===== src/core/ahm_consts.svh =====
`ifndef AHM_CONSTS_SVH
`define AHM_CONSTS_SVH

// Register byte offsets
`define AHM_REG_CONFIG     8'h00
`define AHM_REG_FL_MASK    8'h04
`define AHM_REG_FL_BASE    8'h08
`define AHM_REG_SL_BASE    8'h0C
`define AHM_REG_HDR_MASK   8'h10
`define AHM_REG_LKUP_ADDR  8'h14
`define AHM_REG_INT_CT     8'h18
`define AHM_REG_EXT_CT     8'h1C
`define AHM_REG_MATCH_BASE 8'h20
`define AHM_REG_MATCH_END  8'h24
`define AHM_REG_POINT_BASE 8'h28
`define AHM_REG_STATUS     8'h2C
`define AHM_REG_PHY_MATCH  8'h30
`define AHM_REG_PHY_POINT  8'h34

// Configuration field positions
`define AHM_CFG_EXT        0
`define AHM_CFG_ACP        1
`define AHM_CFG_MPHY       2
`define AHM_CFG_NPHY_LO    4

// First-level mask field positions and header layout
`define AHM_FL_CHECK_BIT   0
`define AHM_FL_OAM_BIT     3
`define AHM_FL_FIELDS      32'hFFF0_000E
`define AHM_VCI_LO         4

// Table geometry
`define AHM_INT_CHAN_MAX   16'h001F
`define AHM_PHY_MATCH_STEP 16'h0020
`define AHM_PHY_POINT_STEP 16'h0010

// Reset values
`define AHM_RST_WORD       32'h0000_0000

`endif


===== src/core/ahm_pkg.sv =====
package ahm_pkg;

    // Lookup sequencer states, one-hot
    typedef enum logic [5:0] {
        ST_IDLE = 6'b00_0001,
        ST_FL_RD = 6'b00_0010,
        ST_SL_RD = 6'b00_0100,
        ST_CAM_WR = 6'b00_1000,
        ST_CAM_RD = 6'b01_0000,
        ST_DONE = 6'b10_0000
    } ahm_state_t;

    // Link handshake states, one-hot
    typedef enum logic [4:0] {
        LK_IDLE = 5'b0_0001,
        LK_RX_SEL = 5'b0_0010,
        LK_RX = 5'b0_0100,
        LK_TX_SEL = 5'b0_1000,
        LK_TX = 5'b1_0000
    } ahm_link_t;

    // Memory bus request
    typedef struct packed {
        logic req;
        logic we;
        logic [31:0] addr;
        logic [31:0] wdata;
    } ahm_mem_t;

    // Mapping result
    typedef struct packed {
        logic raw;
        logic [1:0] phy;
        logic [15:0] chan;
        logic [31:0] conn_addr;
    } ahm_result_t;

endpackage : ahm_pkg


===== src/core/ahm_map.sv =====
// How it works
// - Extended and compression select both set choose two-level address compression.
// - GFC, VPI, PTI masked by first mask give pointer1; fetch base plus pointer1 times 4.
// - First-level entry holds 16-bit VCI mask and 16-bit second table offset.
// - Zero first-level entry sends the cell to the raw cell queue.
// - VCI masked by second mask gives pointer2; read base plus offset plus pointer2 times 2.
// - Second-level entry is the channel number, 0 to 65535.
// - With check flag set, any nonzero unmasked header bit other than CLP (bit 0) sends cell raw.
// - First mask lacking PTI top bit plus header PTI top bit set means raw.
// - Channel 0 is raw queue at internal base; 1 to 31 at channel times 64 there.
// - Channels above 31 sit at channel times 64 plus external base.
// - Extended set with compression clear selects external lookup memory mapping.
// - Masked header is written to lookup address, then read back from same address.
// - Read data bit D0 low flags a match, D16-31 the channel; else raw.
// - Up to four PHYs, addressed through four extra port pins.
// - In multi-PHY mode the two low channel bits carry the PHY number.
// - Receive PHY address is read from request lines, put on select before enable.
// - Per-PHY match base and end step by N*32, pointing base by N*16.
// - Multi-PHY compression appends the 2-bit PHY as pointer1 low bits.
// - Lookup address has low 4 bits clear; PHY goes on address bits 0-1.
// - Transmit PHY number is put on select lines before transmit enable.
`include "ahm_consts.svh"
`timescale 1ns/1ps
`default_nettype none

module ahm_map (
    input wire logic mclk, // 200 MHz clock
    input wire logic rst_n, // Synchronous reset
    input wire logic [7:0] reg_addr, // Register byte address
    input wire logic [31:0] reg_wdata, // Register write data
    input wire logic reg_we, // Register write strobe
    input wire logic reg_re, // Register read strobe
    output logic [31:0] reg_rdata, // Read data, cycle after strobe
    input wire logic hdr_valid, // Received header present
    input wire logic [31:0] hdr_word, // GFC VPI VCI PTI CLP
    output logic hdr_ready, // Header can be taken
    output ahm_pkg::ahm_result_t res, // Mapping result
    output logic res_valid, // Result pulse
    output ahm_pkg::ahm_mem_t mem, // System bus request
    input wire logic mem_ack, // Bus transfer done pulse
    input wire logic [31:0] mem_rdata, // Bus read data, D0 is bit 31
    input wire logic [1:0] phy_request_lines, // PHY address pins
    input wire logic rx_cell_avail, // Receive cell available pin
    input wire logic tx_cell_avail, // Transmit space available pin
    output logic [1:0] phy_select_lines, // PHY select pins
    output logic rx_enable_n, // Receive enable pin
    output logic tx_enable_n, // Transmit enable pin
    input wire logic tx_req, // Transmit queue entry ready
    input wire logic [15:0] tx_chan, // Transmit queue entry
    input wire logic tx_done // Transmit cell finished
);

    // ------------------------------------------------------------
    // Helpers
    // ------------------------------------------------------------

    // Gathers the bits of v under set bits of m, lowest first
    function automatic logic [15:0] gather(input logic [31:0] v, input logic [31:0] m);
        logic [15:0] r;
        int unsigned k;
        r = 16'h0000;
        k = 0;
        for (int i = 0; i < 32; i++) begin
            if (m[i]) begin
                if (k < 16) begin
                    r[k[3:0]] = v[i];
                end
                k++;
            end
        end
        return r;
    endfunction : gather

    // Connection entry address of a channel
    function automatic logic [31:0] conn_of(input logic [15:0] ch, input logic [31:0] ib,
                                            input logic [31:0] eb);
        logic [31:0] off;
        off = {10'h000, ch, 6'h00};
        return (ch > `AHM_INT_CHAN_MAX) ? eb + off : ib + off;
    endfunction : conn_of

    // ------------------------------------------------------------
    // Registers
    // ------------------------------------------------------------
    logic [31:0] cfg_q, fl_mask_q, fl_base_q, sl_base_q, hdr_mask_q, lkup_q;
    logic [31:0] int_ct_q, ext_ct_q;
    logic [15:0] m_base_q, m_end_q, p_base_q;
    logic [31:0] rdata_d;

    wire logic ext_sel = cfg_q[`AHM_CFG_EXT];
    wire logic acp_sel = cfg_q[`AHM_CFG_ACP];
    wire logic mphy = cfg_q[`AHM_CFG_MPHY];
    wire logic [1:0] nphy = cfg_q[`AHM_CFG_NPHY_LO +: 2];

    // Register writes
    always_ff @(posedge mclk) begin
        if (!rst_n) begin
            cfg_q <= `AHM_RST_WORD;
            fl_mask_q <= `AHM_RST_WORD;
            fl_base_q <= `AHM_RST_WORD;
            sl_base_q <= `AHM_RST_WORD;
            hdr_mask_q <= `AHM_RST_WORD;
            lkup_q <= `AHM_RST_WORD;
            int_ct_q <= `AHM_RST_WORD;
            ext_ct_q <= `AHM_RST_WORD;
            m_base_q <= 16'h0000;
            m_end_q <= 16'h0000;
            p_base_q <= 16'h0000;
        end else if (reg_we) begin
            case (reg_addr)
                `AHM_REG_CONFIG: cfg_q <= {26'h000_0000, reg_wdata[5:4], 1'b0, reg_wdata[2:0]};
                `AHM_REG_FL_MASK: fl_mask_q <= reg_wdata;
                `AHM_REG_FL_BASE: fl_base_q <= reg_wdata;
                `AHM_REG_SL_BASE: sl_base_q <= reg_wdata;
                `AHM_REG_HDR_MASK: hdr_mask_q <= reg_wdata;
                `AHM_REG_LKUP_ADDR: lkup_q <= reg_wdata;
                `AHM_REG_INT_CT: int_ct_q <= reg_wdata;
                `AHM_REG_EXT_CT: ext_ct_q <= reg_wdata;
                `AHM_REG_MATCH_BASE: m_base_q <= reg_wdata[15:0];
                `AHM_REG_MATCH_END: m_end_q <= reg_wdata[15:0];
                `AHM_REG_POINT_BASE: p_base_q <= reg_wdata[15:0];
                default: ;
            endcase
        end
    end

    // ------------------------------------------------------------
    // Pin synchronisers: three flops, filtered on agreement
    // ------------------------------------------------------------
    logic [3:0] s1_q, s2_q, s3_q, pin_q;
    wire logic [3:0] pin_raw = {tx_cell_avail, rx_cell_avail, phy_request_lines};

    always_ff @(posedge mclk) begin
        if (!rst_n) begin
            s1_q <= 4'h0;
            s2_q <= 4'h0;
            s3_q <= 4'h0;
            pin_q <= 4'h0;
        end else begin
            s1_q <= pin_raw;
            s2_q <= s1_q;
            s3_q <= s2_q;
            pin_q <= (s2_q == s3_q) ? s3_q : pin_q;
        end
    end

    wire logic [1:0] req_phy = pin_q[1:0];
    wire logic rx_cav = pin_q[2];
    wire logic tx_cav = pin_q[3];

    // ------------------------------------------------------------
    // PHY link handshake
    // ------------------------------------------------------------
    ahm_pkg::ahm_link_t lk_q, lk_d;
    logic [1:0] sel_q, cur_phy_q;
    logic tx_pend_q;
    logic [1:0] tx_phy_q;
    logic hdr_take;

    wire logic phy_ok = !mphy || (req_phy <= nphy);
    wire logic rx_go = rx_cav && phy_ok;
    wire logic tx_fin = (lk_q == ahm_pkg::LK_TX) && tx_done;

    // Next link state: receive wins over transmit
    always_comb begin
        lk_d = lk_q;
        case (lk_q)
            ahm_pkg::LK_IDLE: begin
                if (rx_go) begin
                    lk_d = ahm_pkg::LK_RX_SEL;
                end else if (tx_pend_q && tx_cav) begin
                    lk_d = ahm_pkg::LK_TX_SEL;
                end
            end
            ahm_pkg::LK_RX_SEL: lk_d = ahm_pkg::LK_RX;
            ahm_pkg::LK_RX: lk_d = hdr_take ? ahm_pkg::LK_IDLE : ahm_pkg::LK_RX;
            ahm_pkg::LK_TX_SEL: lk_d = ahm_pkg::LK_TX;
            ahm_pkg::LK_TX: lk_d = tx_done ? ahm_pkg::LK_IDLE : ahm_pkg::LK_TX;
            default: lk_d = ahm_pkg::LK_IDLE;
        endcase
    end

    // Select is loaded a cycle before the matching enable
    always_ff @(posedge mclk) begin
        if (!rst_n) begin
            lk_q <= ahm_pkg::LK_IDLE;
            sel_q <= 2'b00;
            cur_phy_q <= 2'b00;
            tx_pend_q <= 1'b0;
            tx_phy_q <= 2'b00;
        end else begin
            lk_q <= lk_d;
            if (lk_q == ahm_pkg::LK_IDLE && rx_go) begin
                sel_q <= mphy ? req_phy : 2'b00;
                cur_phy_q <= mphy ? req_phy : 2'b00;
            end else if (lk_q == ahm_pkg::LK_IDLE && tx_pend_q && tx_cav) begin
                sel_q <= mphy ? tx_phy_q : 2'b00;
            end
            // A new entry in the finishing cycle wins over the clear
            if (tx_req && (!tx_pend_q || tx_fin)) begin
                tx_pend_q <= 1'b1;
                tx_phy_q <= tx_chan[1:0];
            end else if (tx_fin) begin
                tx_pend_q <= 1'b0;
            end
        end
    end

    // Enables follow the select state
    always_ff @(posedge mclk) begin
        if (!rst_n) begin
            rx_enable_n <= 1'b1;
            tx_enable_n <= 1'b1;
        end else begin
            rx_enable_n <= !(lk_d == ahm_pkg::LK_RX);
            tx_enable_n <= !(lk_d == ahm_pkg::LK_TX);
        end
    end

    assign phy_select_lines = sel_q;

    // ------------------------------------------------------------
    // Header decode
    // ------------------------------------------------------------
    logic [31:0] hdr_q;
    logic [1:0] phy_q;
    logic [15:0] sl_mask_q, sl_off_q;
    ahm_pkg::ahm_state_t st_q, st_d;

    wire logic [31:0] fl_fields = fl_mask_q & `AHM_FL_FIELDS;
    // A header taken this cycle is looked up before it lands in hdr_q
    wire logic [31:0] hdr_src = hdr_take ? hdr_word : hdr_q;
    wire logic [1:0] phy_src = hdr_take ? cur_phy_q : phy_q;
    wire logic [15:0] ptr1 = gather(hdr_src, fl_fields);
    wire logic [17:0] ptr1_x = mphy ? {ptr1, phy_src} : {2'b00, ptr1};
    wire logic [31:0] fl_addr = fl_base_q + {12'h000, ptr1_x, 2'b00};
    wire logic [15:0] vci = hdr_q[`AHM_VCI_LO +: 16];
    // The second-level request is formed from the first-level word as it arrives
    wire logic fl_hit = (st_q == ahm_pkg::ST_FL_RD);
    wire logic [15:0] sl_mask_src = fl_hit ? mem_rdata[31:16] : sl_mask_q;
    wire logic [15:0] sl_off_src = fl_hit ? mem_rdata[15:0] : sl_off_q;
    wire logic [15:0] ptr2 = gather({16'h0000, vci}, {16'h0000, sl_mask_src});
    wire logic [31:0] sl_addr = sl_base_q + {16'h0000, sl_off_src} + {15'h0000, ptr2, 1'b0};
    wire logic [31:0] keep = fl_fields | {12'h000, sl_mask_q, 4'h0};
    wire logic bad_unused = fl_mask_q[`AHM_FL_CHECK_BIT] && |(hdr_q[31:1] & ~keep[31:1]);
    wire logic oam = !fl_mask_q[`AHM_FL_OAM_BIT] && hdr_q[`AHM_FL_OAM_BIT];
    wire logic [31:0] cam_addr = mphy ? {lkup_q[31:4], 2'b00, phy_src} : lkup_q;
    wire logic [15:0] sl_word = mem.addr[1] ? mem_rdata[15:0] : mem_rdata[31:16];
    wire logic cam_miss = mem_rdata[31];

    assign hdr_take = hdr_valid && hdr_ready;

    // ------------------------------------------------------------
    // Lookup sequencer
    // ------------------------------------------------------------
    always_comb begin
        st_d = st_q;
        case (st_q)
            ahm_pkg::ST_IDLE: begin
                if (hdr_take && ext_sel) begin
                    st_d = acp_sel ? ahm_pkg::ST_FL_RD : ahm_pkg::ST_CAM_WR;
                end else if (hdr_take) begin
                    st_d = ahm_pkg::ST_DONE;
                end
            end
            ahm_pkg::ST_FL_RD: begin
                if (mem_ack) begin
                    st_d = (mem_rdata == 32'h0000_0000) ? ahm_pkg::ST_DONE : ahm_pkg::ST_SL_RD;
                end
            end
            ahm_pkg::ST_SL_RD: st_d = mem_ack ? ahm_pkg::ST_DONE : ahm_pkg::ST_SL_RD;
            ahm_pkg::ST_CAM_WR: st_d = mem_ack ? ahm_pkg::ST_CAM_RD : ahm_pkg::ST_CAM_WR;
            ahm_pkg::ST_CAM_RD: st_d = mem_ack ? ahm_pkg::ST_DONE : ahm_pkg::ST_CAM_RD;
            ahm_pkg::ST_DONE: st_d = ahm_pkg::ST_IDLE;
            default: st_d = ahm_pkg::ST_IDLE;
        endcase
    end

    logic raw_q;
    logic [15:0] chan_q;

    // State, table words and bus request
    always_ff @(posedge mclk) begin
        if (!rst_n) begin
            st_q <= ahm_pkg::ST_IDLE;
            hdr_q <= `AHM_RST_WORD;
            phy_q <= 2'b00;
            sl_mask_q <= 16'h0000;
            sl_off_q <= 16'h0000;
            raw_q <= 1'b0;
            chan_q <= 16'h0000;
            mem <= '0;
        end else begin
            st_q <= st_d;
            if (hdr_take) begin
                hdr_q <= hdr_word;
                phy_q <= cur_phy_q;
                raw_q <= !ext_sel;
                chan_q <= 16'h0000;
            end
            case (st_q)
                ahm_pkg::ST_FL_RD: if (mem_ack) begin
                    sl_mask_q <= mem_rdata[31:16];
                    sl_off_q <= mem_rdata[15:0];
                    raw_q <= (mem_rdata == 32'h0000_0000) || oam;
                end
                ahm_pkg::ST_SL_RD: if (mem_ack) begin
                    chan_q <= sl_word;
                    raw_q <= raw_q || bad_unused;
                end
                ahm_pkg::ST_CAM_RD: if (mem_ack) begin
                    chan_q <= mem_rdata[15:0];
                    raw_q <= cam_miss;
                end
                default: ;
            endcase
            // Bus request for the state being entered
            if (st_d == ahm_pkg::ST_FL_RD && st_q != ahm_pkg::ST_FL_RD) begin
                mem <= '{req: 1'b1, we: 1'b0, addr: fl_addr, wdata: `AHM_RST_WORD};
            end else if (st_d == ahm_pkg::ST_SL_RD && st_q != ahm_pkg::ST_SL_RD) begin
                mem <= '{req: 1'b1, we: 1'b0, addr: sl_addr, wdata: `AHM_RST_WORD};
            end else if (st_d == ahm_pkg::ST_CAM_WR && st_q != ahm_pkg::ST_CAM_WR) begin
                mem <= '{req: 1'b1, we: 1'b1, addr: cam_addr,
                         wdata: hdr_word & hdr_mask_q};
            end else if (st_d == ahm_pkg::ST_CAM_RD && st_q != ahm_pkg::ST_CAM_RD) begin
                mem <= '{req: 1'b1, we: 1'b0, addr: mem.addr, wdata: `AHM_RST_WORD};
            end else if (mem_ack) begin
                mem.req <= 1'b0;
                mem.we <= 1'b0;
            end
        end
    end

    // ------------------------------------------------------------
    // Result and ready
    // ------------------------------------------------------------
    wire logic [15:0] fin_chan = raw_q ? 16'h0000 : chan_q;

    always_ff @(posedge mclk) begin
        if (!rst_n) begin
            res <= '0;
            res_valid <= 1'b0;
            hdr_ready <= 1'b0;
        end else begin
            res_valid <= (st_q == ahm_pkg::ST_DONE);
            hdr_ready <= (st_d == ahm_pkg::ST_IDLE) && (lk_d == ahm_pkg::LK_RX) && !hdr_take;
            if (st_q == ahm_pkg::ST_DONE) begin
                res.raw <= raw_q;
                res.chan <= fin_chan;
                res.phy <= mphy ? fin_chan[1:0] : 2'b00;
                res.conn_addr <= conn_of(fin_chan, int_ct_q, ext_ct_q);
            end
        end
    end

    // ------------------------------------------------------------
    // Register reads, with per-PHY table views
    // ------------------------------------------------------------
    wire logic [15:0] phy_n = {14'h0000, cur_phy_q};
    wire logic [15:0] m_base_n = m_base_q + 16'(phy_n * `AHM_PHY_MATCH_STEP);
    wire logic [15:0] m_end_n = m_end_q + 16'(phy_n * `AHM_PHY_MATCH_STEP);
    wire logic [15:0] p_base_n = p_base_q + 16'(phy_n * `AHM_PHY_POINT_STEP);
    wire logic [31:0] status_w = {chan_q, 8'h00, 2'b00, cur_phy_q, 2'b00, raw_q,
                                  st_q != ahm_pkg::ST_IDLE};

    always_comb begin
        case (reg_addr)
            `AHM_REG_CONFIG: rdata_d = cfg_q;
            `AHM_REG_FL_MASK: rdata_d = fl_mask_q;
            `AHM_REG_FL_BASE: rdata_d = fl_base_q;
            `AHM_REG_SL_BASE: rdata_d = sl_base_q;
            `AHM_REG_HDR_MASK: rdata_d = hdr_mask_q;
            `AHM_REG_LKUP_ADDR: rdata_d = lkup_q;
            `AHM_REG_INT_CT: rdata_d = int_ct_q;
            `AHM_REG_EXT_CT: rdata_d = ext_ct_q;
            `AHM_REG_MATCH_BASE: rdata_d = {16'h0000, m_base_q};
            `AHM_REG_MATCH_END: rdata_d = {16'h0000, m_end_q};
            `AHM_REG_POINT_BASE: rdata_d = {16'h0000, p_base_q};
            `AHM_REG_STATUS: rdata_d = status_w;
            `AHM_REG_PHY_MATCH: rdata_d = {m_end_n, m_base_n};
            `AHM_REG_PHY_POINT: rdata_d = {16'h0000, p_base_n};
            default: rdata_d = 32'h0000_0000;
        endcase
    end

    // Read data stands only in the cycle after the strobe
    always_ff @(posedge mclk) begin
        if (!rst_n) begin
            reg_rdata <= 32'h0000_0000;
        end else begin
            reg_rdata <= reg_re ? rdata_d : 32'h0000_0000;
        end
    end

    // ------------------------------------------------------------
    // Checks
    // ------------------------------------------------------------
    property p_mode_comp;
        @(posedge mclk) disable iff (!rst_n)
        (hdr_take && ext_sel && acp_sel) |=> (st_q == ahm_pkg::ST_FL_RD) && mem.req && !mem.we;
    endproperty
    a_mode_comp: assert property (p_mode_comp) else $error("compression not started");

    property p_mode_cam;
        @(posedge mclk) disable iff (!rst_n)
        (hdr_take && ext_sel && !acp_sel) |=> (st_q == ahm_pkg::ST_CAM_WR) && mem.we;
    endproperty
    a_mode_cam: assert property (p_mode_cam) else $error("lookup memory write not started");

    property p_cam_readback;
        @(posedge mclk) disable iff (!rst_n)
        (st_q == ahm_pkg::ST_CAM_WR && mem_ack) |=> mem.req && !mem.we && $stable(mem.addr);
    endproperty
    a_cam_readback: assert property (p_cam_readback) else $error("readback address moved");

    property p_cam_miss;
        @(posedge mclk) disable iff (!rst_n)
        (st_q == ahm_pkg::ST_CAM_RD && mem_ack && mem_rdata[31]) |=> ##1 res_valid && res.raw
            && res.chan == 16'h0000;
    endproperty
    a_cam_miss: assert property (p_cam_miss) else $error("unmatched cell not raw");

    property p_fl_null;
        @(posedge mclk) disable iff (!rst_n)
        (st_q == ahm_pkg::ST_FL_RD && mem_ack && mem_rdata == 32'h0000_0000) |=> ##1 res_valid
            && res.raw;
    endproperty
    a_fl_null: assert property (p_fl_null) else $error("null entry not raw");

    property p_ext_conn;
        @(posedge mclk) disable iff (!rst_n)
        (res_valid && res.chan > 16'h001F) |-> res.conn_addr == ext_ct_q + {10'h000, res.chan, 6'h00};
    endproperty
    a_ext_conn: assert property (p_ext_conn) else $error("external entry address wrong");

    property p_int_conn;
        @(posedge mclk) disable iff (!rst_n)
        (res_valid && res.chan <= 16'h001F) |-> res.conn_addr == int_ct_q + {10'h000, res.chan, 6'h00};
    endproperty
    a_int_conn: assert property (p_int_conn) else $error("internal entry address wrong");

    property p_rx_sel;
        @(posedge mclk) disable iff (!rst_n)
        $fell(rx_enable_n) |-> $stable(phy_select_lines) && $past(lk_q) == ahm_pkg::LK_RX_SEL;
    endproperty
    a_rx_sel: assert property (p_rx_sel) else $error("receive enable before select");

    property p_tx_sel;
        @(posedge mclk) disable iff (!rst_n)
        $fell(tx_enable_n) |-> $stable(phy_select_lines) && (!mphy || phy_select_lines == tx_phy_q);
    endproperty
    a_tx_sel: assert property (p_tx_sel) else $error("transmit enable before select");

    property p_cam_phy;
        @(posedge mclk) disable iff (!rst_n)
        (mem.req && mphy && (st_q == ahm_pkg::ST_CAM_WR || st_q == ahm_pkg::ST_CAM_RD))
            |-> mem.addr[3:0] == {2'b00, phy_q};
    endproperty
    a_cam_phy: assert property (p_cam_phy) else $error("PHY missing on address");

endmodule : ahm_map

`default_nettype wire


===== config.mk =====
export PLATFORM = sky130hd
export DESIGN_NAME = ahm_map
export DESIGN_NICKNAME = d
export VERILOG_FILES = /design/src/core/ahm_pkg.sv /design/src/core/ahm_map.sv
export VERILOG_INCLUDE_DIRS = /design/src /design/src/core
export SDC_FILE = /design/constraint.sdc
export NUM_CORES = 2
export LEC_CHECK = 0
export ABC_AREA = 0
export ABC_CLOCK_PERIOD_IN_PS = 18800
export BUFFER_PORTS_ARGS = -buffer_cell sky130_fd_sc_hd__buf_2
export CORE_AREA = 2 2 325 247
export CTS_CLUSTER_SIZE = 24
export DETAILED_ROUTE_END_ITERATION = 12
export DIE_AREA = 0 0 327 249
export PLACE_DENSITY = 0.76
export SLEW_MARGIN = 20
export SYNTH_ARGS = -nofsm -noshare
export SYNTH_HDL_FRONTEND = slang
export SYNTH_SLANG_ARGS = --single-unit

===== constraint.sdc =====
create_clock -name mclk -period 18.8 [get_ports mclk]
set_input_delay 5.64 -clock mclk [delete_from_list [all_inputs] [get_ports mclk]]
set_output_delay 5.64 -clock mclk [all_outputs]
set_load 0.02 [all_outputs]

## Word-level counts from Yosys, hierarchy flattened

Index checks and enable logic that the tools add are counted.

| storage, ports and cells | value |
|---|---|
| bits in registers | 547 |

| cells by class | value |
|---|---|
| add/subtract/negate cells | 35 |
| magnitude comparators | 89 |
| eq/ne operators | 37 |
| mux-type cells | 222 |
| bitwise operators | 5 |
| reductions and logical operators | 80 |

Operators by type and width:

| operator | count |
|---|---|
| 16-bit two-way mux | 65 |
| 32-bit two-way mux | 30 |
| 32-bit by 5-bit less-than comparator with 1-bit output (second input constant) | 29 |
| 32-bit by 1-bit adder with 32-bit output (second input constant) | 27 |
| 16-bit bitwise mux | 29 |
| 32-bit case mux with 14 select lines | 1 |
| 66-bit two-way mux | 3 |
| 4-bit by 5-bit less-than comparator with 1-bit output (second input constant) | 29 |
| 1-bit demux with 4-bit select | 29 |
| 4-bit by 1-bit greater-or-equal comparator with 1-bit output (second input constant) | 29 |
| 32-bit by 22-bit adder with 32-bit output | 2 |
| 8-bit by 6-bit equality test with 1-bit output (second input constant) | 6 |
| 1-bit logical AND | 46 |
| 1-bit two-way mux | 39 |
| 6-bit two-way mux | 6 |
| 16-bit by 7-bit adder with 16-bit output | 2 |
| 32-bit by 16-bit adder with 32-bit output | 1 |
| 32-bit by 17-bit adder with 32-bit output | 1 |
| 32-bit by 20-bit adder with 32-bit output | 1 |
| 32-bit bitwise AND | 1 |
| 8-bit by 5-bit equality test with 1-bit output (second input constant) | 4 |
| 32-bit zero test | 1 |
| 32-bit by 20-bit bitwise OR with 32-bit output | 1 |
| 16-bit case mux with 2 select lines | 1 |
| 42 further kinds | 85 |

## Logic depth before layout (Yosys ltp)

| depth | value |
|---|---|
| word-level depth | 55 |
| gate-level depth with buffers | 79 |
| gate-level depth less buffers | 74 |

## Least setup slack after synthesis

No wires, ideal clock.

| timing | value |
|---|---|
| kind | input-to-reg |
| from | input port mem_rdata[17] |
| to | register mem[63] (netlist bit) |
| arrival | 19.151 ns |
| required time | 18.670 ns |
| setup slack | -0.481 ns |
| stages | 70 |
| buffers on the path | 1 |
| cell sequence | mux2i_1 inv_1 fa_1 ha_1 mux2i_2 inv_1 ha_1 and3_1 or4_4 ha_1 a21o_1 ha_1 inv_1 a221o_1 nand2_1 ha_1 a21o_1 and2_1 (+34 left out) a21o_1 a21oi_1 o21bai_1 a21oi_1 o21bai_1 a21oi_1 o21bai_1 a21oi_1 o21bai_1 a21o_1 a21oi_1 o21ai_0 and3_1 clkbuf_1 nand3_1 xnor2_1 a222oi_1 o22ai_1 |

| on the way | value |
|---|---|
| longest elaborated chain between the ends | 51 |
| elaborated cells on any way between the ends | 169 |
| classes of those cells | add/sub: 14; order compare: 42; eq/ne: 3; mux: 91; reduce/logical: 19 |

Ends and longest elaborated chain:

| item | RTL line | source |
|---|---|---|
| start: declaration | ahm_map.sv:41 | `input wire logic [31:0] mem_rdata,` |
| parallel branches: the longest is 51 deep, another holds 32-bit by 1-bit adder with 32-bit output | -- |  |
| end signal: assignment | ahm_map.sv:319 | `` mem <= '{req: 1'b1, we: 1'b0, addr: fl_addr, wdata: `AHM_RST_WORD}; `` |
| end signal: assignment | ahm_map.sv:321 | `` mem <= '{req: 1'b1, we: 1'b0, addr: sl_addr, wdata: `AHM_RST_WORD}; `` |
| end signal: assignment | ahm_map.sv:323 | `mem <= '{req: 1'b1, we: 1'b1, addr: cam_addr,` |
| end: declaration | ahm_map.sv:39 | `output ahm_pkg::ahm_mem_t mem,` |

Parallel ways; which one is timed is not known.
A chain may end at the register's enable or synchronous reset.

## Worst setup path in the final report

| timing | value |
|---|---|
| from | input port mem_rdata[16] |
| to | register mem[48] (netlist bit) |

| on the way | value |
|---|---|
| longest elaborated chain between the ends | 54 |
| elaborated cells on any way between the ends | 180 |
| classes of those cells | add/sub: 15; order compare: 45; eq/ne: 3; mux: 97; reduce/logical: 20 |

Ends and longest elaborated chain:

| item |
|---|
| parallel branches: the longest is 54 deep, another holds 32-bit by 1-bit adder with 32-bit output |

Parallel ways; which one is timed is not known.

==> out/metrics.csv <==
stage;metric;value;unit
outcome;status;finished clean;
synth;synth_nets;5455;
clocking;clock_latency;0.68;ns
clocking;cts_hold_buf;0;
synth;yosysTopAreaCell;dfxtp_1;
synth;ys_ff_latch;546;
sta;setup_viol;0;
placement;dpl.hpwl;122300;um
final_layout;drive_gt1_frac;0.1417;
synth;synth_top_area_share;0.2816;
global_routing;overflow;0;
drt;routed_wl;163600;um
setup_path;endpoint_kind;flop;
synth;synth_common_cells;nand2_1 (1041), a21oi_1 (552), dfxtp_1 (546);
sta;max_freq;0.05502;GHz
sta;period_minus_slack;18.18;ns
clocking;clockBufferDepth;3;
clocking;cts_tree;built;
setup_path;r2r-start;fl_mask_q[3];
setup_path;cp-start-kind;input port;
min_path;hold_start;s1_q[0];
drt;wl_per_cell;25.58;um
global_routing;first_global_vias;36320;
final_layout;syn_to_final_growth;12.50;%
sta;final_hold_viol_count;0;
drt;wl_met1;66530;um
synth;async_reset_ff_frac;0;
final_layout;multiInputGateArea;26030;um^2
synth;seq_area_frac_synth;0.2816;
placement;place_inst;6282;
drt;detail_route.vias_per_cell;6.432;
final_layout;layout.nets;5606;
die;dieHeight;249;um
die;start_util;0.4972;
sta;worst_slew_pin_slew;1.059;ns
synth;ys_types;119;
clocking;clkTransAtPathRegs;0.06;ns
min_path;worstHoldPathType;flop to flop;
clocking;htree_levels;2;
sta;fin_skew;0.04207;ns
setup_path;cp.required;19.29;ns
placement;io_buffers;272;
setup_path;path_common_cell;ha_1;
final_layout;final-seq-area;10930;um^2
die;io_pins;287;
final_layout;nFillCells;7282;
clocking;cts_sinks;546;
drt;wl_met2;64880;um
setup_path;crit_buf_inv;11;
sta;fin_ws;0.6239;ns
setup_path;cp_data_arrival_time;18.67;ns
synth;synth-edff-count;0;
die;dieWidth;327;um
die;coreArea;78060;um^2
synth;postSynthAreaPerCell;7.541;um^2
drt;drc;0;
sta;min_period_over_period;0.9668;
setup_path;crit_family;adder cells;
global_routing;grt_start_max_net_pins;225;
global_routing;grt_pass1_wl;238000;um
synth;ys.flop_type;dfxtp_1;
placement;gp_congestion;1.045;
synth;yosysWarnings;0;
power;power_density;56.16;nW/um^2
drt;wl_met3;22100;um
sta;slew_viol_final;0;
clocking;clockRootBuffer;clkbuf_16;
setup_path;worstSetupPathType;input port to flop;
setup_path;regToRegSetupSlack;3.33;ns
setup_path;slowest_delay;0.51;ns
setup_path;regToRegEndpoint;mem[60];
die;std_cell_rows;89;
clocking;numCtsBuffers;55;
synth;synth_most_common_cell;nand2_1;
drt;drtIter0Drc;6390;
drt;maxUsedRoutingLayer;met5;
min_path;worst_hold_path.endpoint;s2_q[0];
power;ir_drop;0.07560;mV
synth;syn_area;38810;um^2
sta;max-slew-margin-rel;0.2738;
flow_run;cap_viol_max_count;0;
min_path;min_delay_path_depth;1;
drt;ant_nets;0;
drt;dr.pass1.iters;8;
die;dieArea;81420;um^2
setup_path;reg2regPathDepth;60;
synth;synth_area_leaders;dfxtp_1 (28%), nand2_1 (10%), a21oi_1 (7.1%), mux2i_1 (6.0%), ha_1 (4.9%);
final_layout;fin_cells;6398;
placement;post-place-ws;-0.6536;ns
global_routing;antenna_found_initial;13;
drt;vias;41160;
setup_path;slowest_stage;fa_1;
power;p_leak;16.16;nW
setup_path;cp_max_fo;5;
synth;syn-instance-count;5147;
global_routing;grtUsageTotal;0.3823;
flip-flops by register name (all words and copies together), names as in the netlist, 31 cells and up:
signal      cells
ext_ct_q       32
fl_base_q      32
fl_mask_q      32
hdr_mask_q     32
hdr_q          31
int_ct_q       32
lkup_q         32
mem            66
reg_rdata      32
res            51
sl_base_q      32
what timing repair did:
item | CTS | global route
resized for setup | 2 | 31
setup buffers | 0 | 5
setup endpoints to repair | 2 | 21
pin swaps | 0 | 13
cells in the final DEF (no fill, tap or decap), types with 65 or more instances in the layout:
cell,synthesis,routed
nand2_1,1041,1035
dfxtp_1,546,546
a21oi_1,552,545
nor2_1,308,297
buf_2,16,272
nand3_1,234,233
mux2i_1,233,231
inv_1,179,179
buf_4,3,176
ha_1,153,149
xnor2_1,139,139
nor3_1,131,130
o21ai_0,92,87
mux2_2,70,69
and2_1,71,65
power by group:
part	internal [W]	switching, W	total (W)
clock	0.000681	0.000528	0.00121
sequential	0.00116	0.00000241	0.00116
combinational	0.0000183	0.0000634	0.0000817
total	0.00186	0.000594	0.00245
logic make-up (layout without fill, tap and decap cells):
| family | count (synthesis) | count (layout) | share of synthesized area |
|---|---|---|---|
| buf+inv | 539 | 733 | 0.05390 |
| compound gates | 1242 | 1242 | 0.2096 |
| fa+ha+maj | 177 | 177 | 0.06145 |
| mux | 308 | 308 | 0.08266 |
| other cells | 0 | 11 | 0 |
| flops | 546 | 546 | 0.2816 |
| xor+xnor | 213 | 213 | 0.06083 |
| simple gates | 2122 | 2122 | 0.2499 |
layer usage:
layer  global-route usage  vias to the layer above
met4               0.1991                       12
met1               0.5334                    19410
met3               0.1096                      451
met2               0.5291                     2637
li1                     -                    18640
met5                    0                        -
cell type report:
type | count | area share
antenna | 11 | 0.0006305
clock buffer | 75 | 0.03645
clock inverter | 25 | 0.008282
inverter | 183 | 0.01590
multi-input combinational | 4062 | 0.5962
sequential | 546 | 0.2504
tap | 1046 | 0.02998
timing repair buffer | 450 | 0.06216
how the worst max path moves through the flow:
| stage | depth (start not counted) | startpoint | slack [ns] | endpoint |
|---|---|---|---|---|
| finish | 72 | mem_rdata[16] | 0.62 | mem[48] |
| global placement | 68 | mem_rdata[16] | -0.38 | mem[63] |
| detailed placement | 68 | mem_rdata[16] | -0.65 | mem[63] |
| CTS | 73 | mem_rdata[16] | 0.08 | mem[55] |
| global route | 75 | mem_rdata[16] | -0.12 | mem[60] |
| floorplan | 70 | mem_rdata[17] | 0.004 | mem[63] |
through the flow:
stage / area (um^2) / hold slack (ns) / utilization / TNS [ns] / total power [W]
after floorplan: 38840 / 0.4119 / - / 0 / 0.001220
after global placement: 41480 / 0.4164 / 0.5314 / -3.388 / 0.001264
after detailed placement: 41480 / 0.4308 / 0.5314 / -8.224 / 0.001265
after CTS: 43440 / 0.4485 / 0.5565 / 0 / 0.002444
after global routing: 43650 / 0.4638 / 0.5592 / -0.6164 / 0.002499
final: 43660 / 0.4408 / 0.5593 / 0 / 0.002452
(Power assumes the default switching activity.)
